[config.mk]
export PLATFORM = sky130hd
export DESIGN_NAME = tsf_top
export DESIGN_NICKNAME = d
export VERILOG_FILES = /design/src/tsf_pkg.sv /design/src/tsf_index_flags.sv /design/src/tsf_top.sv
export SDC_FILE = /design/constraint.sdc
export NUM_CORES = 1
export LEC_CHECK = 0
export ABC_AREA = 1
export BUFFER_PORTS_ARGS = -buffer_cell sky130_fd_sc_hd__buf_2
export CORE_ASPECT_RATIO = 1.5
export CORE_MARGIN = 10
export CORE_UTILIZATION = 30
export DETAILED_ROUTE_END_ITERATION = 12
export PLACE_DENSITY_LB_ADDON = 0.3
export RECOVER_POWER = 100
export SKIP_LAST_GASP = 1
export SLEW_MARGIN = 20
export SYNTH_ARGS = -nofsm -noshare
export SYNTH_HDL_FRONTEND = slang
export SYNTH_SLANG_ARGS = --single-unit
[constraint.sdc]
create_clock -name ref_clk -period 1.5 [get_ports ref_clk]
set_input_delay 0.3 -clock ref_clk [delete_from_list [all_inputs] [get_ports ref_clk]]
set_output_delay 0.3 -clock ref_clk [all_outputs]
set_load 0.05 [all_outputs]
[src/tsf_pkg.sv]
package tsf_pkg;

    // ------------------------------------------------------------------
    // register byte offsets
    // ------------------------------------------------------------------
    localparam logic [7:0] TX_FIFO_FLAG_OFF   = 8'h00; // flag register; index bits read-only, overflow bit write one clears
    localparam logic [7:0] TX_BYTE_COUNT_OFF  = 8'h04; // byte count, write adds a set
    localparam logic [7:0] TX_CONTROL_OFF     = 8'h08; // marker / mode controls
    localparam logic [7:0] INT_STATUS_OFF     = 8'h0C; // sticky events, write one clears
    localparam logic [7:0] INT_MASK_OFF       = 8'h10; // interrupt enables

    // ------------------------------------------------------------------
    // field positions
    // ------------------------------------------------------------------
    localparam int IDX_HI_BIT   = 7;  // upper index flag
    localparam int IDX_LO_BIT   = 6;  // lower index flag
    localparam int OVF_BIT      = 0;  // overflow flag in flag register
    localparam int CTL_REV_BIT  = 0;  // reverse read pointer control
    localparam int CTL_ADV_BIT  = 1;  // advance read marker control
    localparam int CTL_ATM_BIT  = 2;  // automatic transmit management enable
    localparam int CTL_ISO_BIT  = 3;  // isochronous endpoint
    localparam int EV_OVF_BIT   = 0;  // overflow event
    localparam int EV_DISC_BIT  = 1;  // set discarded event

    // ------------------------------------------------------------------
    // reset values
    // ------------------------------------------------------------------
    localparam logic [1:0] IDX_RESET  = 2'h0;
    localparam logic [3:0] CTL_RESET  = 4'h4; // automatic management on by default
    localparam logic [1:0] EV_RESET   = 2'h0;

    // ------------------------------------------------------------------
    // AXI response codes
    // ------------------------------------------------------------------
    localparam logic [1:0] RESP_OKAY   = 2'h0;
    localparam logic [1:0] RESP_SLVERR = 2'h2;

endpackage

[src/tsf_index_flags.sv]
`timescale 1ns/100ps
// ----------------------------------------------------------------------
// two-bit set index tracker
// ----------------------------------------------------------------------
module tsf_index_flags (
    input  wire logic       ref_clk,
    input  wire logic       rstn,
    input  wire logic       add_set,     // firmware wrote the byte count
    input  wire logic       drop_now,    // marker advance, applied at once
    input  wire logic       drop_defer,  // marker advance, held until frame start on iso, else applied at once
    input  wire logic       sof,         // start of frame from the interface unit
    input  wire logic       iso_mode,    // isochronous endpoint
    output logic [1:0]      idx_q,       // index flags
    output logic            ovf_pulse    // write with both sets present and no drop
);

    logic [1:0] idx_d;         // next index flags
    logic       pend_q;        // deferred drop waiting for frame start
    logic       drop_eff;      // drop applied this cycle

    // usb-side drops on iso endpoints wait for the frame start
    assign drop_eff = drop_now | (iso_mode ? (pend_q & sof) : drop_defer);

    // ------------------------------------------------------------------
    // pending deferred drop
    // ------------------------------------------------------------------
    always_ff @(posedge ref_clk or negedge rstn) begin
        if (!rstn) begin
            pend_q <= 1'b0;
        end else if (iso_mode && drop_defer) begin
            pend_q <= 1'b1;              // new event wins over consumption
        end else if (sof || !iso_mode) begin
            pend_q <= 1'b0;
        end
    end

    // ------------------------------------------------------------------
    // next state: add and drop in the same cycle cancel in count terms, except from empty, where only the add counts
    // ------------------------------------------------------------------
    always_comb begin
        idx_d = idx_q;
        if (add_set && !drop_eff) begin
            case (idx_q)
                2'h0:    idx_d = 2'h1;
                default: idx_d = 2'h3;
            endcase
        end else if (drop_eff && !add_set) begin
            case (idx_q)
                2'h3:    idx_d = 2'h2;   // one set stays
                default: idx_d = 2'h0;
            endcase
        end else if (drop_eff && add_set) begin
            idx_d = (idx_q == 2'h0) ? 2'h1 : idx_q; // empty: only the add counts
        end
    end

    assign ovf_pulse = add_set && !drop_eff && (idx_q == 2'h3);

    always_ff @(posedge ref_clk or negedge rstn) begin
        if (!rstn) begin
            idx_q <= tsf_pkg::IDX_RESET;
        end else begin
            idx_q <= idx_d;
        end
    end

endmodule

[src/tsf_top.sv]
// Behaviour
// - two read-only index bits at 7:6
// - byte count write adds a set
// - marker advance discards the oldest set
// - manual and non-iso automatic advance clear at once; iso automatic waits for frame start
// - add: 00-01, 01/10-11, 11 stays, overflow
// - drop: 01/10-00, 11-10, 00 stays; reverse none
// - advance control self-clears after marker move
// - automatic mode follows handshake, disables manual controls
`timescale 1ns/100ps
module tsf_top (
    input  wire logic        ref_clk,
    input  wire logic        rstn,
    // axi4-lite slave
    input  wire logic [7:0]  s_axi_awaddr,
    input  wire logic        s_axi_awvalid,
    output logic             s_axi_awready,
    input  wire logic [31:0] s_axi_wdata,
    input  wire logic [3:0]  s_axi_wstrb,
    input  wire logic        s_axi_wvalid,
    output logic             s_axi_wready,
    output logic [1:0]       s_axi_bresp,
    output logic             s_axi_bvalid,
    input  wire logic        s_axi_bready,
    input  wire logic [7:0]  s_axi_araddr,
    input  wire logic        s_axi_arvalid,
    output logic             s_axi_arready,
    output logic [31:0]      s_axi_rdata,
    output logic [1:0]       s_axi_rresp,
    output logic             s_axi_rvalid,
    input  wire logic        s_axi_rready,
    // function interface unit, same clock
    input  wire logic        tx_done,     // one-cycle pulse: transmit handshake finished
    input  wire logic        tx_acked,    // handshake result: ack when high, nak when low
    input  wire logic        sof,         // start of frame pulse
    output logic             rd_ptr_reverse, // pulse: reverse read pointer
    output logic             rd_mark_advance,// pulse: advance read marker
    output logic             irq
);

    // ------------------------------------------------------------------
    // write channel capture
    // ------------------------------------------------------------------
    logic [7:0]  aw_addr_q;    // captured write address
    logic        aw_full_q;    // address held
    logic [31:0] w_data_q;     // captured write data
    logic [3:0]  w_strb_q;     // captured strobes
    logic        w_full_q;     // data held
    logic        wr_fire;      // both halves present, no response pending

    assign s_axi_awready = !aw_full_q && !s_axi_bvalid;
    assign s_axi_wready  = !w_full_q && !s_axi_bvalid;
    assign wr_fire       = aw_full_q && w_full_q && !s_axi_bvalid;

    // address and data are taken in either order and joined here
    always_ff @(posedge ref_clk or negedge rstn) begin
        if (!rstn) begin
            aw_full_q <= 1'b0;
            aw_addr_q <= 8'h00;
        end else if (s_axi_awvalid && s_axi_awready) begin
            aw_full_q <= 1'b1;
            aw_addr_q <= s_axi_awaddr;
        end else if (wr_fire) begin
            aw_full_q <= 1'b0;
        end
    end

    always_ff @(posedge ref_clk or negedge rstn) begin
        if (!rstn) begin
            w_full_q <= 1'b0;
            w_data_q <= 32'h0000_0000;
            w_strb_q <= 4'h0;
        end else if (s_axi_wvalid && s_axi_wready) begin
            w_full_q <= 1'b1;
            w_data_q <= s_axi_wdata;
            w_strb_q <= s_axi_wstrb;
        end else if (wr_fire) begin
            w_full_q <= 1'b0;
        end
    end

    // ------------------------------------------------------------------
    // decode of the joined write
    // ------------------------------------------------------------------
    logic [7:0] wr_word;       // word-aligned write address
    logic       wr_hit;        // address is mapped
    logic       wr_lane0;      // low byte enabled
    assign wr_word  = {aw_addr_q[7:2], 2'b00};
    assign wr_lane0 = w_strb_q[0];
    assign wr_hit   = (wr_word == tsf_pkg::TX_FIFO_FLAG_OFF) ||
                      (wr_word == tsf_pkg::TX_BYTE_COUNT_OFF) ||
                      (wr_word == tsf_pkg::TX_CONTROL_OFF) ||
                      (wr_word == tsf_pkg::INT_STATUS_OFF) ||
                      (wr_word == tsf_pkg::INT_MASK_OFF);

    always_ff @(posedge ref_clk or negedge rstn) begin
        if (!rstn) begin
            s_axi_bvalid <= 1'b0;
            s_axi_bresp  <= tsf_pkg::RESP_OKAY;
        end else if (wr_fire) begin
            s_axi_bvalid <= 1'b1;
            s_axi_bresp  <= wr_hit ? tsf_pkg::RESP_OKAY : tsf_pkg::RESP_SLVERR;
        end else if (s_axi_bready) begin
            s_axi_bvalid <= 1'b0;
        end
    end

    // ------------------------------------------------------------------
    // control register and strobes
    // ------------------------------------------------------------------
    logic [3:0] ctl_q;         // iso, auto, advance, reverse
    logic       cnt_wr;        // byte count written
    logic       ctl_wr;        // control written
    logic       auto_en;       // automatic transmit management
    logic       man_adv;       // manual advance takes effect
    logic       man_rev;       // manual reverse takes effect
    logic       auto_adv;      // automatic advance from handshake
    logic       auto_rev;      // automatic reverse from handshake

    assign cnt_wr  = wr_fire && wr_lane0 && (wr_word == tsf_pkg::TX_BYTE_COUNT_OFF);
    assign ctl_wr  = wr_fire && wr_lane0 && (wr_word == tsf_pkg::TX_CONTROL_OFF);
    assign auto_en = ctl_q[tsf_pkg::CTL_ATM_BIT];

    // manual controls act only alone and with automatic mode off
    assign man_adv = !auto_en && ctl_q[tsf_pkg::CTL_ADV_BIT] && !ctl_q[tsf_pkg::CTL_REV_BIT];
    assign man_rev = !auto_en && ctl_q[tsf_pkg::CTL_REV_BIT] && !ctl_q[tsf_pkg::CTL_ADV_BIT];

    // ack or iso advances the marker, non-iso nak reverses the pointer
    assign auto_adv = auto_en && tx_done && (tx_acked || ctl_q[tsf_pkg::CTL_ISO_BIT]);
    assign auto_rev = auto_en && tx_done && !tx_acked && !ctl_q[tsf_pkg::CTL_ISO_BIT];

    assign rd_mark_advance = man_adv || auto_adv;
    assign rd_ptr_reverse  = man_rev || auto_rev;

    // a contested both-set write stays put; it is cleared by software
    always_ff @(posedge ref_clk or negedge rstn) begin
        if (!rstn) begin
            ctl_q <= tsf_pkg::CTL_RESET;
        end else if (ctl_wr) begin
            ctl_q <= w_data_q[3:0];
        end else begin
            if (man_adv) begin
                ctl_q[tsf_pkg::CTL_ADV_BIT] <= 1'b0;
            end
            if (man_rev) begin
                ctl_q[tsf_pkg::CTL_REV_BIT] <= 1'b0;
            end
        end
    end

    // ------------------------------------------------------------------
    // index flags
    // ------------------------------------------------------------------
    logic [1:0] idx_flags;     // set index flags
    logic       ovf_hit;       // overflow event
    logic       drop_now;      // firmware-caused drop
    logic       drop_usb;      // usb-caused drop

    // reverse events never reach the tracker
    assign drop_now = man_adv;
    assign drop_usb = auto_adv;

    tsf_index_flags u_idx (
        .ref_clk    (ref_clk),
        .rstn       (rstn),
        .add_set    (cnt_wr),
        .drop_now   (drop_now),
        .drop_defer (drop_usb),
        .sof        (sof),
        .iso_mode   (ctl_q[tsf_pkg::CTL_ISO_BIT]),
        .idx_q      (idx_flags),
        .ovf_pulse  (ovf_hit)
    );

    // ------------------------------------------------------------------
    // overflow flag and interrupts
    // ------------------------------------------------------------------
    logic       ovf_q;         // overflow flag, cleared by writing one
    logic [1:0] ev_q;          // sticky events
    logic [1:0] mask_q;        // interrupt enables
    logic [1:0] ev_set;        // events this cycle
    logic       st_wr;         // status written

    assign ev_set = {rd_mark_advance, ovf_hit};
    assign st_wr  = wr_fire && wr_lane0 && (wr_word == tsf_pkg::INT_STATUS_OFF);

    // set wins over a simultaneous clear
    always_ff @(posedge ref_clk or negedge rstn) begin
        if (!rstn) begin
            ovf_q <= 1'b0;
        end else if (ovf_hit) begin
            ovf_q <= 1'b1;
        end else if (wr_fire && wr_lane0 && (wr_word == tsf_pkg::TX_FIFO_FLAG_OFF) &&
                     w_data_q[tsf_pkg::OVF_BIT]) begin
            ovf_q <= 1'b0;
        end
    end

    always_ff @(posedge ref_clk or negedge rstn) begin
        if (!rstn) begin
            ev_q <= tsf_pkg::EV_RESET;
        end else begin
            ev_q <= ev_set | (ev_q & ~(st_wr ? w_data_q[1:0] : 2'b00));
        end
    end

    always_ff @(posedge ref_clk or negedge rstn) begin
        if (!rstn) begin
            mask_q <= tsf_pkg::EV_RESET;
        end else if (wr_fire && wr_lane0 && (wr_word == tsf_pkg::INT_MASK_OFF)) begin
            mask_q <= w_data_q[1:0];
        end
    end

    assign irq = |(ev_q & mask_q);

    // ------------------------------------------------------------------
    // read channel
    // ------------------------------------------------------------------
    logic [7:0]  rd_word;      // word-aligned read address
    logic [7:0]  flag_byte;    // flag register image
    assign rd_word   = {s_axi_araddr[7:2], 2'b00};
    assign flag_byte = {idx_flags, 5'b00000, ovf_q};
    assign s_axi_arready = !s_axi_rvalid;

    always_ff @(posedge ref_clk or negedge rstn) begin
        if (!rstn) begin
            s_axi_rvalid <= 1'b0;
            s_axi_rdata  <= 32'h0000_0000;
            s_axi_rresp  <= tsf_pkg::RESP_OKAY;
        end else if (s_axi_arvalid && s_axi_arready) begin
            s_axi_rvalid <= 1'b1;
            s_axi_rresp  <= tsf_pkg::RESP_OKAY;
            case (rd_word)
                tsf_pkg::TX_FIFO_FLAG_OFF: s_axi_rdata <= {24'h000000, flag_byte};
                tsf_pkg::TX_BYTE_COUNT_OFF: s_axi_rdata <= 32'h0000_0000;
                tsf_pkg::TX_CONTROL_OFF:   s_axi_rdata <= {28'h0000000, ctl_q};
                tsf_pkg::INT_STATUS_OFF:   s_axi_rdata <= {30'h0, ev_q};
                tsf_pkg::INT_MASK_OFF:     s_axi_rdata <= {30'h0, mask_q};
                default: begin
                    s_axi_rdata <= 32'h0000_0000;
                    s_axi_rresp <= tsf_pkg::RESP_SLVERR;
                end
            endcase
        end else if (s_axi_rready) begin
            s_axi_rvalid <= 1'b0;
        end
    end

endmodule

Yosys cells after proc, flatten, opt, wreduce, memory -nomap -nowiden
Index checks and enable logic that the tools add are counted.
{"block": "totals", "ff_bits": 65, "inputBits": 62, "out_inout_bits": 44, "word_cells": 120}
{"block": "op_classes", "eq_ne": 9, "n_mux": 25, "n_bitwise": 6, "reduce_logical": 62}
{"op": "8-bit case mux with 4 select lines", "count": 1}
{"op": "1-bit logical AND", "count": 27}
{"op": "6-bit by 2-bit equality test with 1-bit output (second input constant)", "count": 4}
{"op": "2-bit 2-to-1 mux", "count": 10}
{"op": "8-bit logical NOT", "count": 2}
{"op": "2-bit nonzero test", "count": 8}
{"op": "1-bit 2-to-1 mux", "count": 14}
{"op": "6-bit by 1-bit equality test with 1-bit output (second input constant)", "count": 2}
{"op": "6-bit by 3-bit equality test with 1-bit output (second input constant)", "count": 2}
{"op": "1-bit logical NOT", "count": 11}
{"op": "1-bit logical OR", "count": 8}
{"op": "3-bit nonzero test", "count": 2}
{"op": "5-bit OR reduction", "count": 1}
{"op": "2-bit bitwise AND", "count": 2}
{"op": "2-bit equality test (second input constant)", "count": 1}
{"op": "2-bit logical NOT", "count": 1}
{"op": "2-bit inverter", "count": 1}
{"op": "2-bit bitwise OR", "count": 1}
{"op": "2-bit AND reduction", "count": 1}
{"op": "2-bit OR reduction", "count": 1}
{"op": "1-bit bitwise AND", "count": 1}
{"op": "1-bit bitwise OR", "count": 1}

Logic depth before layout (Yosys ltp)
Gate-level depths: netlist of the first run.
{"block": "logic_depth", "word_depth": 8, "depth_mapped": 8, "ltp_nobuf": 8}

Hierarchy
A second synthesis of the first run with hierarchy kept.
{"block": "unflattened", "cells_unflattened": 232, "hier_area_um2": 1955.6}
{"module": "tsf_top", "n_inst": 1, "cells_per_inst": 207, "area_each_um2": 1776.7, "seq_area_each_um2": 802.0}
{"module": "tsf_index_flags", "n_inst": 1, "cells_per_inst": 25, "area_each_um2": 178.9, "seq_area_each_um2": 75.1}

Worst setup path after synthesis of the first run
Ideal clock, no wire load.
{"block": "synth_timing", "kind": "reg2reg", "startpoint": "register s_axi_bvalid", "endpoint": "register aw_addr_q[4]", "setup_ns": 0.125, "t_arrival_ns": 1.955, "required_time_ns": 1.375, "path_slack_ns": -0.580, "path_stages_with_launch": 4, "path_buffers": 0, "synth_period_minus_slack_ns": 2.080, "cell_sequence": "dfrtp_1 nor2_1 nand2_2 mux2_2"}
{"block": "synth_via", "elab_chain_cells": 3}
{"item": "start: declaration", "line": "tsf_top.sv:23", "text": "output logic s_axi_bvalid,"}
{"item": "start signal: assignment", "line": "tsf_top.sv:98", "text": "s_axi_bvalid <= 1'b0;"}
{"item": "start signal: assignment", "line": "tsf_top.sv:101", "text": "s_axi_bvalid <= 1'b1;"}
{"item": "start signal: assignment", "line": "tsf_top.sv:104", "text": "s_axi_bvalid <= 1'b0;"}
{"item": "1-bit logical NOT", "line": "tsf_top.sv:51", "text": "assign s_axi_awready = !aw_full_q && !s_axi_bvalid;"}
{"item": "1-bit logical AND", "line": "tsf_top.sv:51"}
{"item": "net s_axi_awready", "line": "tsf_top.sv:17", "text": "output logic s_axi_awready,"}
{"item": "1-bit logical AND", "line": "tsf_top.sv:60", "text": "end else if (s_axi_awvalid && s_axi_awready) begin"}
{"item": "end signal: assignment", "line": "tsf_top.sv:62", "text": "aw_addr_q <= s_axi_awaddr;"}
{"item": "end: declaration", "line": "tsf_top.sv:44", "text": "logic [7:0] aw_addr_q;"}
The timed path passes the listed nets, and every way through them passes these cells.
A chain may end at the register's enable or synchronous reset.

Worst setup path after layout of the first run
{"block": "layout_timing", "startpoint": "register ctl_q[2]", "endpoint": "output port rd_ptr_reverse"}
{"block": "layout_via", "elab_chain_cells": 4, "word_cells_on_any_way": 7, "cone_classes": "7 x reduce/logical"}
{"item": "start: declaration", "line": "tsf_top.sv:111", "text": "logic [3:0] ctl_q;"}
{"item": "start signal: assignment", "line": "tsf_top.sv:138", "text": "ctl_q <= tsf_pkg::CTL_RESET;"}
{"item": "start signal: assignment", "line": "tsf_top.sv:140", "text": "ctl_q <= w_data_q[3:0];"}
{"item": "1-bit logical NOT or 1-bit logical AND (tied branches)", "line": "tsf_top.sv:126, tsf_top.sv:130"}
{"item": "1-bit logical AND (on tied branches) (2 in a row)", "line": "tsf_top.sv:126, tsf_top.sv:130"}
{"item": "1-bit logical OR (*)", "line": "tsf_top.sv:133", "text": "assign rd_ptr_reverse = man_rev || auto_rev;"}
{"item": "end: declaration", "line": "tsf_top.sv:36", "text": "output logic rd_ptr_reverse,"}
Every way passes the cells marked *; elsewhere a longest branch is shown, timed or not.

==> flow_metrics.py, run 1 <==
metrics = {
    "status": {
        "outcome": "complete, but fails checks",
        "violations": "setup timing",
    },
    "min_path": {
        "hold_path_startpoint": "s_axi_bready",
        "hold_class": "in2reg",
        "min_path_cells": 2,
        "holdPathEnd": "s_axi_bvalid",
    },
    "logic_synthesis": {
        "synth_top_cell_by_area": "dfrtp_1",
        "syn_area_per_cell_sq_um": 8.23,
        "yosysSeqAreaShare": 0.467,
        "syn_inst": 228,
        "ys_top_cells_by_area": "dfrtp_1 (45%), buf_4 (11%), nand2_1 (9.2%), nor2_1 (5.6%), nand3_1 (5.3%)",
        "syn_area_sq_mm": 0.00188,
        "ys_ff_latch": 35,
        "synthDistinctLibCells": 26,
        "synth.top_cell.area_share": 0.453,
        "yosys_warnings": 0,
    },
    "grt": {
        "overflow": 0,
        "grt_pass1_wl_um": 7020,
        "grt_pass1_vias": 1588,
        "grt_max_degree": 36,
        "antenna_found_initial": 0,
        "grtUsageTotal": 0.0858,
    },
    "sta": {
        "setup-violations-final": 2,
        "slew-limit-headroom": 0.422,
        "fin_crit_sh": 1.04,
        "hold_viol": 0,
        "rsz0062_at_grt": "true",
        "worstMarginPinSlew_ns": 0.868,
        "setup_ws_ns": -0.0645,
        "setup_tns_ns": -0.128,
        "fin_skew_ns": 0.00751,
        "finalMaxSlewViolations": 0,
        "period_needed_ns": 1.56,
        "max_freq_mhz": 639,
    },
    "power_and_ir_drop": {
        "clkPwrFrac": 0.221,
        "total_power_mw": 3.97,
        "vdd_ir_drop_max_v": 0.00111,
        "power_frac_comb": 0.392,
        "leakage_nw": 1.21,
        "swShare": 0.428,
        "p_per_area_mw_per_mm2": 1720,
        "p_switching_mw": 1.70,
        "p_int_mw": 2.27,
        "seq_power_share": 0.387,
    },
    "route": {
        "firstDrtPassIters": 4,
        "post_drt_via_cell_ratio": 4.29,
        "vias": 1517,
        "wl_um": 4210,
        "wire_per_inst_um": 11.9,
        "antenna_left": 0,
        "drc_errors": 0,
        "drt_iter0_markers": 87,
    },
    "clock_network": {
        "cts_tree": "done",
        "ctsHoldBuffers": 0,
        "clockRootBuffer": "clkbuf_8",
        "numClockSinks": 35,
        "path_clk_slew_ns": 0.07,
        "h-tree-depth": 2,
        "numCtsBuffers": 5,
        "clk_latency_ns": 0.29,
        "clockBufferDepth": 2,
    },
    "worst_setup_path": {
        "cp_data_required_time_ns": 1.20,
        "crit_chain": "nand2_4 > o32ai_4 > buf_6",
        "rrSetupSlack_ns": 0.14,
        "crit_path_top_delay_cell": "dfstp_2",
        "crit_path_start_kind": "flip-flop",
        "r2r-end": "ctl_q[3]",
        "cp.buffers_inverters": 1,
        "critPathMaxStageDelay_ns": 0.57,
        "arrival_ns": 1.26,
        "cp-end-kind": "output pin",
        "critical_path.max_fanout": 3,
        "ff2ff_path_depth": 6,
        "cpLargestDelayFamily": "flip-flops",
        "r2r_start": "s_axi_bvalid",
        "path_class": "reg2out",
    },
    "layout": {
        "seqCellArea_sq_um": 880,
        "drive_above_1_share": 0.293,
        "syn_to_final_growth_pct": 23.0,
        "multi_input_area_sq_um": 865,
        "layout.cells.non_filler": 354,
        "fill_cells": 659,
        "final_core_util": 0.377,
        "nNetsFinal": 341,
        "antenna_cells": 0,
    },
    "floorplanning": {
        "core_area_sq_mm": 0.00613,
        "die_w_um": 84.6,
        "ios": 106,
        "fp.dieArea_sq_mm": 0.00988,
        "start_util": 0.306,
        "floorplan.die.height_um": 117,
        "rows": 35,
    },
    "place": {
        "port-buffer-count": 42,
        "preCtsSetupSlack_ns": 0.0622,
        "hpwlAfterDp_um": 3340,
        "dp_cells": 344,
        "gp_congestion": 0.787,
    },
    "job": {
        "drv_cap": 0,
    },
}
==> routing by layer <==
layer  track usage  vias up  wire length [um]
li1              -      773                 -
met1        0.0869      674              1700
met2         0.144       63              1960
met3        0.0422        7               494
met4        0.0430        0                61
met5             0        -                 0
==> area by class of cell <==
| cell class | instances | share of cell area |
|---|---|---|
| sequential | 35 | 0.381 |
| multi-input combinational | 166 | 0.375 |
| timing repair buffer | 46 | 0.110 |
| inverter | 25 | 0.0434 |
| tap | 74 | 0.0401 |
| clock buffer | 6 | 0.0358 |
| clock inverter | 2 | 0.0152 |
==> placed cells by master (no fill, tap or decap), types with 2 or more instances in the layout <==
master / count
nand2_4: 3
nor2_4: 3
nand2_1: 43
conb_1: 28
mux2_2: 6
nand2_2: 2
inv_1: 21
nand4_1: 2
o31ai_1: 2
nor2_2: 2
nand3_1: 19
nand3b_1: 3
dfrtp_2: 2
a21oi_1: 7
buf_2: 40
clkbuf_8: 6
nor2_1: 26
o21ai_0: 11
dfrtp_1: 32
inv_2: 2
buf_4: 3
==> worst max path at each step <==
stage | slack, ns | depth (start not counted) | endpoint | start
5_1_grt | -0.12 | 4 | rd_mark_advance | ctl_q[2]
3_5_place_dp | 0.06 | 5 | rd_mark_advance | ctl_q[2]
6_report | -0.06 | 3 | rd_ptr_reverse | ctl_q[2]
2_1_floorplan | 0.01 | 3 | aw_addr_q[4] | s_axi_bvalid
3_3_place_gp | 0.07 | 5 | rd_mark_advance | ctl_q[2]
4_1_cts | -0.09 | 3 | rd_ptr_reverse | ctl_q[2]
==> through the flow <==
step	hold slack, ns	area, sq um
floorplan	0.00441	2010
global placement	0.365	2110
detailed placement	0.370	2110
CTS	0.0596	2280
global route	0.200	2310
finish	0.187	2310
==> state kept, by name (all words and copies together), names as in the netlist <==
register / cells
s_axi_rvalid: 1
w_data_q: 4
mask_q: 2
s_axi_bresp: 1
s_axi_rdata: 6
ctl_q: 4
ovf_q: 1
w_full_q: 1
s_axi_bvalid: 1
aw_full_q: 1
u_idx.pend_q: 1
ev_q: 2
w_strb_q: 1
s_axi_rresp: 1
aw_addr_q: 6
u_idx.idx_q: 2
==> power groups by stage <==
stage | registers (mW) | clock network [mW] | logic [mW]
global placement | 1.53 | 0 | 1.44
finish | 1.54 | 0.876 | 1.55
floorplan | 1.61 | 0 | 1.10
global route | 1.58 | 0.942 | 1.72
CTS | 1.53 | 0.899 | 1.54
detailed placement | 1.54 | 0 | 1.47
==> synth_stat cells <==
cell type and instances:
or2_2 1, inv_1 23, o32ai_1 1, conb_1 1, o31ai_1 2, nand2_1 46, nor2_4 1, and2_1 1
inv_2 2, nand3_1 20, nor3_4 1, dfstp_2 1, a31oi_1 1, nand3_2 1, mux2_2 6, a21oi_1 7
nor2_1 28, nand4_1 2, o21ai_0 12, buf_4 28, nor2_2 2, nand3b_1 3, dfrtp_1 34, a21o_1 1
clkbuf_1 1, nand2_2 2
==> logic make-up after synthesis <==
kind of cell           Yosys count  share of synthesized area
and+or+nand+nor                108                      0.260
buffers and inverters           54                      0.164
DFF                             35                      0.467
AOI/OAI and AO/OA               24                     0.0707
muxes                            6                     0.0360
other                            1                    0.00200
==> what timing repair did <==
item / CTS / global route
gates resized for setup: 13 / 5
setup buffers: 1 / 1
pin swaps: 1 / 4
setup endpoints to repair: 2 / 2
Note: power is estimated with default switching activity, not from simulation.
==> run 2: changes to the inputs <==
REMOVE_ABC_BUFFERS = 1   (was not set)
clock period = 1.4 ns   (was 1.5 ns; I/O delays follow)
==> flow_metrics.py, run 2 (same netlist as run 1, synthesis figures left out) <==
metrics = {
    "worst_setup_path": {
        "r2r-end": "ovf_q",
        "cp.depth": 3,
        "critPathMaxStageDelay_ns": 0.40,
        "cp.buffers_inverters": 2,
        "r2r_start": "s_axi_bvalid",
        "crit_path_start": "ctl_q[2]",
        "crit_chain": "buf_4 > o32ai_2 > buf_6",
        "critical_path.max_fanout": 4,
        "crit_path_end": "rd_ptr_reverse",
        "rrSetupSlack_ns": 0,
        "ff2ff_path_depth": 8,
        "path_class": "reg2out",
        "arrival_ns": 1.31,
        "cp_data_required_time_ns": 1.12,
        "crit_path_top_delay_cell": "dfstp_2",
        "cpLargestDelayFamily": "flip-flops",
        "crit_path_start_kind": "flip-flop",
        "cp-end-kind": "output pin",
    },
    "grt": {
        "grt_max_degree": 20,
        "grt_pass1_wl_um": 7180,
        "grt_pass1_vias": 1603,
        "antenna_found_initial": 0,
        "grtUsageTotal": 0.0885,
        "overflow": 0,
    },
    "power_and_ir_drop": {
        "p_per_area_mw_per_mm2": 1820,
        "leakage_nw": 1.24,
        "vdd_ir_drop_max_v": 0.00118,
        "total_power_mw": 4.27,
    },
    "sta": {
        "period_needed_ns": 1.59,
        "finalMaxSlewViolations": 0,
        "fin_skew_ns": 0.00535,
        "fin_crit_sh": 1.13,
        "setup-violations-final": 2,
        "fin_hold_ws_ns": 0.165,
        "setup_ws_ns": -0.187,
        "max_freq_mhz": 630,
        "hold_viol": 0,
        "rsz0062_at_grt": "true",
    },
    "route": {
        "firstDrtPassIters": 4,
        "antenna_left": 0,
        "post_drt_via_cell_ratio": 4.27,
        "drt_iter0_markers": 56,
        "wire_per_inst_um": 12.1,
        "vias": 1542,
        "wl_um": 4350,
        "drc_errors": 0,
    },
    "layout": {
        "largestRegisters": "aw_addr_q: 6 flops, s_axi_rdata: 6 flops",
        "mostFrequentLayoutCells": "nand2_1 (44), buf_2 (37), dfrtp_1 (32)",
        "antenna_cells": 0,
        "syn_to_final_growth_pct": 24.9,
        "final_common_cell": "nand2_1",
        "final_core_util": 0.382,
        "design_area_sq_mm": 0.00234,
        "nNetsFinal": 348,
        "drive_above_1_share": 0.296,
    },
    "min_path": {
        "hold_class": "in2reg",
    },
    "job": {
        "drv_cap": 0,
    },
    "clock_network": {
        "cts_tree": "done",
        "h-tree-depth": 2,
        "clockBufferDepth": 2,
        "path_clk_slew_ns": 0.07,
        "numClockSinks": 35,
        "clockRootBuffer": "clkbuf_8",
        "clk_latency_ns": 0.28,
        "numCtsBuffers": 5,
    },
    "place": {
        "gp_congestion": 0.763,
        "postPlaceCellArea_sq_mm": 0.00211,
        "preCtsSetupSlack_ns": -0.0185,
        "hpwlAfterDp_um": 3420,
        "port-buffer-count": 42,
    },
    "status": {
        "violations": "setup timing",
        "outcome": "complete, but fails checks",
    },
    "floorplanning": {
        "start_util": 0.306,
        "floorplan.die.height_um": 117,
        "ios": 106,
        "rows": 35,
        "core_area_sq_mm": 0.00613,
        "fp.dieArea_sq_mm": 0.00988,
        "die_w_um": 84.6,
    },
}
-- run 2: worst min-delay path by stage --
stage	start	endpoint	cells past startpoint
floorplan	rstn	aw_addr_q[2]	0
detailed placement	rstn	s_axi_rvalid	1
finish	s_axi_bready	s_axi_bvalid	2
global route	s_axi_rready	s_axi_rvalid	2
CTS	s_axi_bready	s_axi_bvalid	2
global placement	rstn	s_axi_rvalid	1
-- run 2: timing repair --
action,CTS,global route
pin swaps,3,4
hold endpoints to repair,15,0
resized for setup,16,14
endpoints found under the setup margin,5,12
buffers inserted,1,5
hold buffers,1,0
-- run 2: report_power, final --
group          internal [mW]  total, mW  switching (mW)
sequential              1.35       1.62           0.277
combinational          0.654       1.86            1.20
clock                  0.449      0.792           0.343
total                   2.45       4.27            1.82
-- run 2: stage by stage --
step                cells  TNS [ns]
finish                361    -0.354
global route          361     -1.48
CTS                   356    -0.353
detailed placement    346   -0.0185
global placement      346   -0.0215
floorplan             226    -10.66
-- run 2: layer usage --
| layer | vias to the layer above | track usage | routed length, um |
|---|---|---|---|
| met5 | - | 0 | 0 |
| met4 | 0 | 0.0330 | 58 |
| met3 | 6 | 0.0526 | 538 |
| met2 | 64 | 0.145 | 1980 |
| met1 | 690 | 0.0914 | 1770 |
| li1 | 782 | - | - |
-- run 2: layout make-up --
cell class	count	area (sq um)
clock buffer	8	100
fill	635	3790
inverter	25	93.8
tap	74	92.6
sequential	35	880
multi-input combinational	166	837
timing repair buffer	53	340
